**config.mk**
```make
export PLATFORM = sky130hd
export DESIGN_NAME = mp_irq_ctrl
export DESIGN_NICKNAME = d
export VERILOG_FILES = /design/src/hdl/ahb_reg_port.v /design/src/hdl/irq_prio_select.v /design/src/hdl/mp_irq_ctrl.v
export VERILOG_INCLUDE_DIRS = /design/src /design/src/hdl
export SDC_FILE = /design/constraint.sdc
export NUM_CORES = 1
export LEC_CHECK = 0
export ABC_CLOCK_PERIOD_IN_PS = 3710
export BUFFER_PORTS_ARGS = -buffer_cell sky130_fd_sc_hd__buf_2
export CAP_MARGIN = 20
export CORE_MARGIN = 2
export CORE_UTILIZATION = 60
export CTS_BUF_LIST = sky130_fd_sc_hd__clkbuf_8
export DETAILED_ROUTE_END_ITERATION = 7
export MAX_ROUTING_LAYER = met4
export PLACE_DENSITY = 0.89
export SYNTH_ARGS = -nofsm -noshare
export SYNTH_HDL_FRONTEND = slang
export SYNTH_SLANG_ARGS = --single-unit
```
**constraint.sdc**
```tcl
create_clock -name core_clk -period 3.71 [get_ports core_clk]
set_clock_uncertainty 0.05 [all_clocks]
set_input_delay 0.371 -clock core_clk [delete_from_list [all_inputs] [get_ports core_clk]]
set_output_delay 0.371 -clock core_clk [all_outputs]
set_load 0.005 [all_outputs]
```
**src/hdl/mp_irq_regs.vh**
```
// register offsets, field positions, reset values and sizes of the interrupt controller
`ifndef MP_IRQ_REGS_VH
`define MP_IRQ_REGS_VH
`define NUM_CPU 4
`define NUM_CTRL 4
`define EXTRA_CTRL_COUNT 4'h3
`define OFF_LEVEL 12'h000
`define OFF_PENDING 12'h004
`define OFF_CLEAR 12'h00C
`define OFF_STATUS 12'h010
`define OFF_ASYM_CTRL 12'h020
`define OFF_EXT_CFG 12'h024
`define OFF_SELECT 12'h030
`define OFF_MASK_BASE 12'h040
`define OFF_FORCE_BASE 12'h080
`define OFF_EXT_ACK_BASE 12'h0C0
`define ASYM_LOCK_BIT 0
`define ASYM_ICF_BIT 1
`define ASYM_COUNT_MSB 31
`define ASYM_COUNT_LSB 28
`define FORCE_CLR_LSB 16
`define EXT_LINE 4'hA
`define EXT_FIRST 16
`define HALT_RESET 4'hE
`endif

```
**src/hdl/ahb_reg_port.v**
```verilog
// ahb-lite slave front end turning bus transfers into register strobes
`timescale 1ns/1ps
`default_nettype none
module ahb_reg_port (
  input wire core_clk,
  input wire rstn,
  input wire hsel,
  input wire [31:0] haddr,
  input wire [1:0] htrans,
  input wire hwrite,
  input wire [2:0] hsize,
  input wire [31:0] hwdata,
  input wire hready,
  output wire hreadyout,
  output wire hresp,
  output reg [31:0] hrdata,
  output wire [13:0] rd_addr,
  input wire [31:0] rd_data,
  output wire wr_en,
  output reg [13:0] wr_addr,
  output wire [31:0] wr_data
);
  reg wr_pending;
  wire take;

  // zero wait states: read data is fetched in the address phase
  assign take = hsel & htrans[1] & hready;
  assign hreadyout = 1'b1;
  assign hresp = 1'b0;
  assign rd_addr = haddr[13:0];
  assign wr_en = wr_pending;
  assign wr_data = hwdata;

  always @(posedge core_clk or negedge rstn) begin
    if (!rstn) begin
      wr_pending <= 1'b0;
      wr_addr <= 14'h0000;
      hrdata <= 32'h00000000;
    end else begin
      wr_pending <= take & hwrite;
      if (take) begin
        wr_addr <= haddr[13:0];
      end
      if (take & ~hwrite) begin
        hrdata <= rd_data;
      end
    end
  end
endmodule // ahb_reg_port
`default_nettype wire

```
**src/hdl/irq_prio_select.v**
```verilog
// two-level priority pick of the interrupt forwarded to one processor
`timescale 1ns/1ps
`default_nettype none
module irq_prio_select (
  input wire [15:1] pend,
  input wire [15:1] mask,
  input wire [15:1] force_bits,
  input wire [15:1] level,
  output wire [3:0] irq_num
);
  wire [15:1] live;
  wire [3:0] top1;
  wire [3:0] top0;

  function [3:0] highest;
    input [15:1] v;
    integer i;
    begin
      highest = 4'h0;
      for (i = 1; i <= 15; i = i + 1) begin
        if (v[i]) begin
          highest = i[3:0];
        end
      end
    end
  endfunction

  assign live = (pend & mask) | force_bits;
  assign top1 = highest(live & level);
  assign top0 = highest(live & ~level);
  assign irq_num = (top1 != 4'h0) ? top1 : top0;
endmodule // irq_prio_select
`default_nettype wire

```
**src/hdl/mp_irq_ctrl.v**
```verilog
// multiprocessor interrupt controller with four internal controllers
`timescale 1ns/1ps
`default_nettype none
`include "mp_irq_regs.vh"
// How it works
// - high bus line 1..15 sets pending
// - pending sticks until cleared or acknowledged
// - level register puts line at level 0/1
// - higher line number wins within level
// - level 1 first, then level 0
// - shared priority, per-processor mask and force
// - acknowledge clears the pending bit
// - force raises; acknowledge clears force instead
// - masks reset to all zeros
// - extended lines 16-31 appear as line 10
// - ack of 10 clears 10 and the highest extended line
// - last acknowledged extended number is readable
// - status reads halted; writing 1 restarts
// - all but processor 0 halted after reset
// - four register sets at 0x1000 strides
// - extra controller count field reads N
// - processors start on controller 0, reassignable
// - lock bit freezes select registers
// - per-processor writes only from assigned controller
// - force clears only from assigned controller
// - any-controller force set under flag
module mp_irq_ctrl (
  input wire core_clk,
  input wire rstn,
  input wire hsel,
  input wire [31:0] haddr,
  input wire [1:0] htrans,
  input wire hwrite,
  input wire [2:0] hsize,
  input wire [31:0] hwdata,
  input wire hready,
  output wire hreadyout,
  output wire hresp,
  output wire [31:0] hrdata,
  input wire [31:0] bus_request_line,
  output wire [15:0] cpu_irq_num,
  input wire [3:0] cpu_ack,
  input wire [15:0] cpu_ack_num,
  input wire [3:0] cpu_halt_event,
  output reg [3:0] cpu_halted,
  output reg [3:0] cpu_restart
);
  // ****************************************************************
  // storage
  // ****************************************************************
  reg [15:1] level;
  reg [31:1] pending;
  reg ext_enable;
  reg lock;
  reg force_set_from_any_ctrl;
  reg [1:0] ctrl_sel [0:3];
  reg [31:1] mask [0:3];
  reg [15:1] force_r [0:3];
  reg [4:0] ext_ack [0:3];

  wire [13:0] rd_addr;
  reg [31:0] rd_data;
  wire wr_en;
  wire [13:0] wr_addr;
  wire [31:0] wr_data;
  wire [1:0] wr_ctrl;
  wire [11:0] wr_off;
  wire [1:0] wr_idx;
  wire [1:0] rd_idx;
  wire [3:0] ext_any;
  wire [4:0] ext_top [0:3];
  integer c;
  reg [31:1] next_pending;
  reg [3:0] ack_k;

  function [4:0] highest_ext;
    input [31:16] v;
    integer i;
    begin
      highest_ext = 5'h00;
      for (i = 16; i <= 31; i = i + 1) begin
        if (v[i]) begin
          highest_ext = i[4:0];
        end
      end
    end
  endfunction

  ahb_reg_port bus_port (
    .core_clk(core_clk),
    .rstn(rstn),
    .hsel(hsel),
    .haddr(haddr),
    .htrans(htrans),
    .hwrite(hwrite),
    .hsize(hsize),
    .hwdata(hwdata),
    .hready(hready),
    .hreadyout(hreadyout),
    .hresp(hresp),
    .hrdata(hrdata),
    .rd_addr(rd_addr),
    .rd_data(rd_data),
    .wr_en(wr_en),
    .wr_addr(wr_addr),
    .wr_data(wr_data)
  );

  // address bits 13:12 pick the internal controller
  assign wr_ctrl = wr_addr[13:12];
  assign wr_off = wr_addr[11:0];
  assign wr_idx = wr_off[3:2];
  assign rd_idx = rd_addr[3:2];

  // ****************************************************************
  // per-processor forwarding
  // ****************************************************************
  genvar g;
  generate
    for (g = 0; g < 4; g = g + 1) begin : per_cpu
      // extended lines reach the processor as line 10
      assign ext_top[g] = highest_ext(pending[31:16] & mask[g][31:16]);
      assign ext_any[g] = ext_enable & (ext_top[g] != 5'h00);
      irq_prio_select prio (
        .pend(pending[15:1] | ({14'h0000, ext_any[g]} << 9)),
        .mask(mask[g][15:1] | ({14'h0000, ext_any[g]} << 9)),
        .force_bits(force_r[g]),
        .level(level),
        .irq_num(cpu_irq_num[4*g+3:4*g])
      );
    end
  endgenerate

  // ****************************************************************
  // read mux
  // ****************************************************************
  always @* begin
    rd_data = 32'h00000000;
    if (rd_addr[11:0] == `OFF_LEVEL) begin
      rd_data = {16'h0000, level, 1'b0};
    end else if (rd_addr[11:0] == `OFF_PENDING) begin
      rd_data = {pending, 1'b0};
    end else if (rd_addr[11:0] == `OFF_STATUS) begin
      rd_data = {28'h0000000, cpu_halted};
    end else if (rd_addr[11:0] == `OFF_ASYM_CTRL) begin
      rd_data = {`EXTRA_CTRL_COUNT, 26'h0000000, force_set_from_any_ctrl, lock};
    end else if (rd_addr[11:0] == `OFF_EXT_CFG) begin
      rd_data = {31'h00000000, ext_enable};
    end else if (rd_addr[11:0] == `OFF_SELECT) begin
      rd_data = {24'h000000, ctrl_sel[3], ctrl_sel[2], ctrl_sel[1], ctrl_sel[0]};
    end else if (rd_addr[11:4] == `OFF_MASK_BASE >> 4) begin
      rd_data = {mask[rd_idx], 1'b0};
    end else if (rd_addr[11:4] == `OFF_FORCE_BASE >> 4) begin
      rd_data = {16'h0000, force_r[rd_idx], 1'b0};
    end else if (rd_addr[11:4] == `OFF_EXT_ACK_BASE >> 4) begin
      rd_data = {27'h0000000, ext_ack[rd_idx]};
    end
  end

  // ****************************************************************
  // pending register
  // ****************************************************************
  always @* begin
    next_pending = pending;
    ack_k = 4'h0;
    if (wr_en && wr_off == `OFF_PENDING) begin
      next_pending = wr_data[31:1];
    end else if (wr_en && wr_off == `OFF_CLEAR) begin
      next_pending = pending & ~wr_data[31:1];
    end
    for (c = 0; c < 4; c = c + 1) begin
      ack_k = cpu_ack_num[4*c+3 -: 4];
      if (cpu_ack[c] && ack_k != 4'h0 && !force_r[c][ack_k]) begin
        next_pending[ack_k] = 1'b0;
        if (ack_k == `EXT_LINE && ext_any[c]) begin
          next_pending[ext_top[c]] = 1'b0;
        end
      end
    end
    // new requests win over any clear in the same cycle
    next_pending[15:1] = next_pending[15:1] | bus_request_line[15:1];
    if (ext_enable) begin
      next_pending[31:16] = next_pending[31:16] | bus_request_line[31:16];
    end
  end

  always @(posedge core_clk or negedge rstn) begin
    if (!rstn) begin
      pending <= 31'h00000000;
    end else begin
      pending <= next_pending;
    end
  end

  // ****************************************************************
  // control registers and per-processor state
  // ****************************************************************
  always @(posedge core_clk or negedge rstn) begin
    if (!rstn) begin
      level <= 15'h0000;
      ext_enable <= 1'b0;
      lock <= 1'b0;
      force_set_from_any_ctrl <= 1'b0;
      cpu_halted <= `HALT_RESET;
      cpu_restart <= 4'h0;
      for (c = 0; c < 4; c = c + 1) begin
        ctrl_sel[c] <= 2'b00;
        mask[c] <= 31'h00000000;
        force_r[c] <= 15'h0000;
        ext_ack[c] <= 5'h00;
      end
    end else begin
      cpu_restart <= 4'h0;
      if (wr_en && wr_off == `OFF_LEVEL) begin
        level <= wr_data[15:1];
      end
      if (wr_en && wr_off == `OFF_EXT_CFG) begin
        ext_enable <= wr_data[0];
      end
      if (wr_en && wr_off == `OFF_ASYM_CTRL) begin
        // lock is sticky until reset so a stray write cannot undo it
        lock <= lock | wr_data[`ASYM_LOCK_BIT];
        force_set_from_any_ctrl <= wr_data[`ASYM_ICF_BIT];
      end
      for (c = 0; c < 4; c = c + 1) begin
        if (wr_en && wr_off == `OFF_SELECT && !lock) begin
          ctrl_sel[c] <= wr_data[2*c+1 -: 2];
        end
        if (wr_en && wr_off == `OFF_MASK_BASE + {8'h00, c[1:0], 2'b00}
            && ctrl_sel[c] == wr_ctrl) begin
          mask[c] <= wr_data[31:1];
        end
        if (wr_en && wr_off == `OFF_EXT_ACK_BASE + {8'h00, c[1:0], 2'b00}
            && ctrl_sel[c] == wr_ctrl) begin
          ext_ack[c] <= wr_data[4:0];
        end else if (cpu_ack[c] && cpu_ack_num[4*c+3 -: 4] == `EXT_LINE && ext_any[c]
                     && !force_r[c][`EXT_LINE]) begin
          ext_ack[c] <= ext_top[c];
        end
        force_r[c] <= next_force(c[1:0]);
        if (cpu_halt_event[c]) begin
          cpu_halted[c] <= 1'b1;
        end else if (wr_en && wr_off == `OFF_STATUS && wr_data[c]
                     && cpu_halted[c] && ctrl_sel[c] == wr_ctrl) begin
          cpu_halted[c] <= 1'b0;
          cpu_restart[c] <= 1'b1;
        end
      end
    end
  end

  // force bits: clears from ack or the assigned controller, sets win
  function [15:1] next_force;
    input [1:0] n;
    reg [15:1] f;
    reg [3:0] k;
    reg own;
    begin
      f = force_r[n];
      k = cpu_ack_num[4*n+3 -: 4];
      own = (ctrl_sel[n] == wr_ctrl);
      if (cpu_ack[n] && k != 4'h0) begin
        f[k] = 1'b0;
      end
      if (wr_en && wr_off == `OFF_FORCE_BASE + {8'h00, n, 2'b00}) begin
        if (own) begin
          f = f & ~wr_data[31:17];
        end
        if (own || force_set_from_any_ctrl) begin
          f = f | wr_data[15:1];
        end
      end
      next_force = f;
    end
  endfunction
endmodule // mp_irq_ctrl
`default_nettype wire

```
==> results of run 1 <==
==> cell families (layout without fill, tap and decap cells) <==
group	count (synthesis)	after routing	share of synthesized area (%)
xor gates and xnor gates	9	9	0.387
AOI/OAI and AO/OA	626	626	21.4
other	2	10	0.0369
muxes	239	239	16.2
DFF	316	316	38.9
and+or+nand+nor	777	777	19.1
buffers and inverters	182	398	3.95
==> where the power goes <==
part	switching, W	internal [W]	total [W]
sequential	0.000203	0.00355	0.00376
combinational	0.000914	0.000502	0.00142
clock	0.00153	0.00181	0.00334
total	0.00265	0.00586	0.00851
==> cell usage in the layout (no fill, tap or decap), drive strengths merged, types with 48 or more instances in the layout <==
master,n
a21oi,136
nand2,300
nand3,74
a22oi,49
mux4,55
nor2b,48
mux2,165
buf,226
dfrtp,313
o21ai,108
nand2b,50
dlygate4sd3,50
nor2,135
clkbuf,66
==> per-layer routing <==
metal,vias to the layer above,global-route usage [%]
met4,0,27.2
met1,10000,67.6
met3,466,20.1
met2,2052,68.5
li1,8487,-
met5,-,-
==> state kept, by name (all words and copies together) (netlist names) <==
| signal | flops |
|---|---|
| force_r | 60 |
| ext_enable | 1 |
| force_set_from_any_ctrl | 1 |
| cpu_restart | 4 |
| ext_ack | 20 |
| bus_port.wr_en | 1 |
| bus_port.hrdata | 32 |
| mask | 124 |
| ctrl_sel | 8 |
| lock | 1 |
| pending | 31 |
| bus_port.wr_addr | 14 |
| cpu_halted | 4 |
| level | 15 |
==> worst reg2reg max path, delay by kind of cell, from the launching register on <==
| kind | cells | cell delay (ps) |
|---|---|---|
| AO/OA/AOI/OAI | 5 | 1300 |
| AND/OR/NAND/NOR | 2 | 700 |
| flip-flops | 1 | 500 |
| buffers and inverters | 2 | 420 |
==> per-stage QoR <==
stage | power [W] | hold slack (ps) | util, % | worst slack, ps
2_1_floorplan | 0.00448 | 25.4 | - | 1230
3_3_place_gp | 0.00501 | 390 | 64.4 | 544
3_5_place_dp | 0.00505 | 400 | 64.4 | 525
4_1_cts | 0.00837 | 1.94 | 69.3 | 0.446
5_1_grt | 0.00871 | 37.0 | 69.8 | -14.9
6_report | 0.00851 | 29.8 | 69.8 | -7.69
==> area by class of cell <==
cell class	count	area (um2)	share of cell area (%)
diodes	8	20.0	0.0858
multi-input cells	1653	11800	50.4
well taps	448	561	2.40
clock buffers	66	908	3.89
clock inverters	30	206	0.884
repair buffers	276	1870	8.00
flip-flops and latches	316	7930	34.0
inverters	26	97.6	0.418
==> final timing paths <==
check                                         start                  end  slack, ps
worst max register to register          pending[29]          pending[16]        640
min in group asynchronous                      rstn          ext_ack[17]        270
worst max-delay path                     pending[4]       cpu_irq_num[6]         -8
max in group asynchronous                      rstn             mask[75]       2420
worst min register to register  bus_port.hrdata[24]  bus_port.hrdata[24]        420
worst min-delay path                     hwdata[13]          force_r[57]         30
==> repair_timing <==
action	4_1_cts	5_1_grt
gates resized for setup	10	24
hold endpoints to repair	147	0
pin swaps	1	6
setup endpoints to repair	11	14
hold buffers	50	0
buffers inserted	0	7
==> reports/metrics.csv, run 1 <==
metric,value,unit
period utilization,100,%
max-cap violation count,0,
ys flop type,dfrtp_1,
FP Rows,67,
FF-to-FF path depth,9,
fin nets,2457,
Area growth syn-to-layout,14.7,%
top cell type's share of synthesized area,38.5,%
DRC Markers,0,
Final Non-Filler Cells,2823,
CP bufs+invs,1,
f_max,269,MHz
gr usage total,51.5,%
DR WL/cell,31.5,um
critical path depth in cells,8,
met2 WL,35800,um
PD cells,365,mW/mm2
largest net degree at the start of global routing,94,
failing checks,setup timing,
Worst Tran Pin Value,1230,ps
WP data required,3290,ps
Slew HR,18.2,%
Critical Path Max Stage Delay,560,ps
Initial Util,60.8,%
die height,188,um
final wirelength,88800,um
post-DR vias/cell,7.46,
core area,0.0334,mm2
Final setup viols,2,
Mapped Cells,2151,
"FFs w/ async S/R, synth",100,%
Synth cell types,100,
Hold Path Depth,3,
Hold Crit Class,primary input to flop,
crit path kind,flop to output port,
largest area contributor in the netlist,dfrtp_1,
Post-synth top cells,"dfrtp_1 (313), nand2_1 (299), a21oi_1 (135), mux2_2 (135), nor2_1 (133)",
sequential area share after synthesis,38.9,%
final instance area,0.0233,mm2
Buffers on Ports,162,
Num Clock Sinks,316,
die width,188,um
"Slowest-stage cell, CP",dfrtp_1,
# IOs,188,
dpl hpwl,63900,um
"count leader, synth",dfrtp_1,
Worst Setup End Kind,output port,
DR iter-0 viols,3373,
vias,21000,
#FFs+latches synth,316,
setup TNS,-14.1,ps
vias in the first global route,20200,
initial antenna violation count,8,
Slew Limit Fails,0,
CP Cell Sequence,"a21o_1, nand2_1, a311oi_1, o21ai_1, a41oi_1, nand2_1, o21ai_0, buf_2",
met1 wire length,32400,um
DIE AREA,0.0354,mm2
syn nets,2281,
Met3 Wirelength,15000,um
DR top layer,met4,
post-route worst setup slack,-7.69,ps
H-tree depth,2,
leakage power,10.3,nW
root buf cell,clkbuf_8,
YS warnings,0,
Post-DRT Antenna Nets,0,
area post-placement,0.0216,mm2
top post-synthesis cells by area,"dfrtp_1 (38%), mux2_2 (7.5%), mux4_2 (6.1%)",
"Hold Vio Cnt, Final",0,
gpl congestion,1.16,
min cycle time layout,3720,ps
first-pass GRT wire length,130000,um
drt pass-1 iters,7,
clock latency on the worst-skew pair,670,ps
crit path DAT,3300,ps
CP top delay family,compound AO/OA/AOI/OAI gates,
Fill cells,2428,
"EDFF count, synth",0,
layout cells sized above 1,24.5,%
Syn Area/Cell,9.46,um2
Syn Std Cell Area,0.0203,mm2
CTS clock-pin slew for the worst setup and hold paths,70,ps
clk buf depth,3,
CTS Buf Count,54,
Startpoint Class,flop,
Max VDD drop,0.365,mV
GR Overflow Total,0,
crit path max fanout,6,
placed instance count,2662,
CTS tree,done,
status,finished with violations,
CP most frequent cell,nand2_1,
Power figures use the tool's default switching activity.
==> inputs of run 2 (changes only) <==
--- a/config.mk
+++ b/config.mk
@@ -15,6 +15,8 @@
 export DETAILED_ROUTE_END_ITERATION = 7
 export MAX_ROUTING_LAYER = met4
 export PLACE_DENSITY = 0.89
+export SLEW_MARGIN = 0
 export SYNTH_ARGS = -nofsm -noshare
 export SYNTH_HDL_FRONTEND = slang
+export SYNTH_HIERARCHICAL = 1
 export SYNTH_SLANG_ARGS = --single-unit
==> run 2 against run 1 <==
The run still ends with setup timing left. First-iteration DRC count rose by 13%. Area after synthesis grew 5.4%. Die area rose by 5.3%. Critical path depth increased by 6. Sequential share of layout area shrank 2.2 points. Non-clock buffer count rose by 58. Clock power barely moved. Worst hold slack got worse by 12 ps. Combinational power increased by 13%. Critical endpoint is now cpu_irq_num[7]. Total power rose by 3.6%. Routed wire length is 2.1% higher.
==> reports/metrics.csv, run 2 <==
metric,value,unit,change
area of the multi-input gates,0.0128,mm2,was 0.0118 mm2
DIE AREA,0.0373,mm2,was 0.0354 mm2
initial antenna violation count,6,,was 8
post-DR vias/cell,7.41,,was 7.46
Mapped Cells,2227,,was 2151
Int Pwr,0.00605,W,was 0.00586 W
R2R Path End,pending[28],,was pending[16]
CTS Buf Count,55,,was 54
leakage power,11.6,nW,was 10.3 nW
f_max,248,MHz,was 269 MHz
DR iter-0 viols,3796,,was 3373
Hold Path Depth,2,,was 3
post-route worst setup slack,-316,ps,was -7.69 ps
"Hold Vio Cnt, Final",0,,unchanged
# IOs,188,,unchanged
vias in the first global route,20700,,was 20200
core area,0.0354,mm2,was 0.0334 mm2
Largest register FFs,124,,unchanged
drt pass-1 iters,8,,was 7
DRC Markers,0,,unchanged
Slew Limit Fails,0,,unchanged
YS warnings,6,,was 0
Largest Register,mask,,unchanged
switch share,31.4,%,was 31.1%
most frequent cells in the layout,"dfrtp_1 (307), nand2_1 (239), buf_2 (160), a21oi_1 (154), mux2_2 (148)",,"was dfrtp_1 (302), nand2_1 (299), buf_2 (160), mux2_2 (135), nor2_1 (131)"
die height,193,um,was 188 um
syn nets,2357,,was 2281
Final setup viols,16,,was 2
fin nets,2584,,was 2457
H-tree depth,2,,unchanged
crit path max fanout,4,,was 6
setup TNS,-3620,ps,was -14.1 ps
Worst Tran Pin Value,974,ps,was 1230 ps
min cycle time layout,4030,ps,was 3720 ps
Sequential Power Share,43.9,%,was 44.1%
GR Overflow Total,0,,unchanged
Place WS,95.8,ps,was 525 ps
PD cells,353,mW/mm2,was 365 mW/mm2
largest net degree at the start of global routing,100,,was 94
Fill cells,2596,,was 2428
CTS tree,done,,unchanged
Post-DRT Antenna Nets,0,,unchanged
gr usage total,49.7,%,was 51.5%
clock latency on the worst-skew pair,680,ps,was 670 ps
Syn Std Cell Area,0.0214,mm2,was 0.0203 mm2
failing checks,setup timing,,unchanged
Slew HR,34.1,%,was 18.2%
Buffers on Ports,162,,unchanged
Hold Startpoint,haddr[4],,was hwdata[13]
final wirelength,90700,um,was 88800 um
max-cap violation count,0,,unchanged
power share of the clock group,38.0,%,was 39.2%
R2R Setup Slk,240,ps,was 640 ps
biggest regs,"mask x124, force_r x60, bus_port/hrdata x32",,"was mask x124, force_r x60, bus_port.hrdata x32"
"commonest non-fill, non-tap cell in the layout",dfrtp_1,,unchanged
FF-to-FF Start,pending[27],,was pending[29]
Num Clock Sinks,316,,unchanged
Hold Crit Class,primary input to flop,,unchanged
status,finished with violations,,unchanged
vias,22000,,was 21000
layout cells sized above 1,29.9,%,was 24.5%
Startpoint Class,flop,,unchanged
Worst Setup End Kind,output port,,unchanged
die width,193,um,was 188 um
CTS clock-pin slew for the worst setup and hold paths,70,ps,about the same
gpl congestion,1.15,,was 1.16
Area growth syn-to-layout,16.4,%,was 14.7%
root buf cell,clkbuf_8,,unchanged
FP Rows,69,,was 67
crit path kind,flop to output port,,unchanged
RSZ-0062 raised after global routing,true,,
FF-to-FF path depth,9,,unchanged
crit path DAT,3610,ps,was 3300 ps
Initial Util,60.6,%,was 60.8%
DR WL/cell,30.6,um,was 31.5 um
NetSw,0.00277,W,was 0.00265 W
WP data required,3290,ps,about the same
Syn Area/Cell,9.63,um2,was 9.46 um2
period utilization,109,%,was 100%
Max VDD drop,0.368,mV,was 0.365 mV
dpl hpwl,66600,um,was 63900 um
Combinational Power Share,18.1,%,was 16.6%
first-pass GRT wire length,131000,um,was 130000 um
FF/Latch Area,0.00792,mm2,was 0.00793 mm2
clk buf depth,3,,unchanged
Hold EP,bus_port/wr_addr[4],,was force_r[57]
## run 2: cell count changes in the layout (fill, tap and decap cells not counted), moves of 18 or more
cell,before,now
buf_4,60,112
mux2_4,0,40
nand2_1,299,239
mux2_1,30,0
nor2b_1,48,19
a32o_1,43,19
a22o_1,22,40
a21o_1,19,97
nor2_1,131,110
a21oi_1,126,154
inv_1,44,75
o221ai_1,46,8
## run 2: per-layer routing
metal | track usage, % | wire length (um)
met5 | - | 0
met4 | 22.1 | 4700
met3 | 18.0 | 14700
met2 | 68.0 | 37200
met1 | 65.9 | 34100
## run 2: how the worst max path moves through the flow
stage                           start  slack, ps         endpoint
final                     pending[19]       -320   cpu_irq_num[7]
after CTS                 pending[18]       -260   cpu_irq_num[6]
after detailed placement  pending[24]        100   cpu_irq_num[7]
after global routing      pending[18]       -390   cpu_irq_num[7]
after global placement    pending[24]        190   cpu_irq_num[7]
after floorplan           pending[19]        610  cpu_irq_num[11]
## run 2: cell type report
| class | instances | area share (%) |
|---|---|---|
| Tap cell | 461 | 2.31 |
| Clock inverter | 32 | 0.742 |
| Inverter | 52 | 0.782 |
| Antenna cell | 9 | 0.0902 |
| Multi-Input combinational cell | 1695 | 51.3 |
| Clock buffer | 69 | 3.80 |
| Sequential cell | 316 | 31.7 |
| Timing Repair Buffer | 334 | 9.31 |
## run 2: worst max-delay path: stages (launching register included)
cell and delay (ps):
dfrtp_1 420, buf_6 140, a22o_1 230, a221o_1 340, o31ai_2 220, buf_4 210
nand2b_4 70, a21o_4 240, a22oi_2 230, buf_4 190, nand2_4 60, nor3_4 150
nand2_2 90, o31ai_2 190, buf_2 150
## run 2: metrics by stage
stage	instance area, um2	utilization [%]	std cells	total power, W	hold slack [ps]
finish	25000	70.5	2968	0.00882	17.6
global route	25000	70.5	2966	0.00906	15.1
floorplan	21400	-	2227	0.00472	25.4
detailed placement	22600	63.9	2765	0.00530	437
global placement	22600	63.9	2765	0.00525	423
CTS	24700	69.9	2947	0.00868	0.848
## run 2: power groups by stage
stage          logic (W)  clock network (W)  registers (W)
3_3_place_gp     0.00137                  0        0.00388
5_1_grt          0.00167            0.00351        0.00388
4_1_cts          0.00150            0.00334        0.00384
3_5_place_dp     0.00140                  0        0.00390
6_report         0.00160            0.00335        0.00387
2_1_floorplan   0.000930                  0        0.00379
## run 2: timing repair
item	CTS	global route
resized for setup	59	23
hold buffers	50	0
setup buffers	31	11
endpoints found under the hold margin	150	0
endpoints found under the setup margin	16	16
pin swaps	42	22
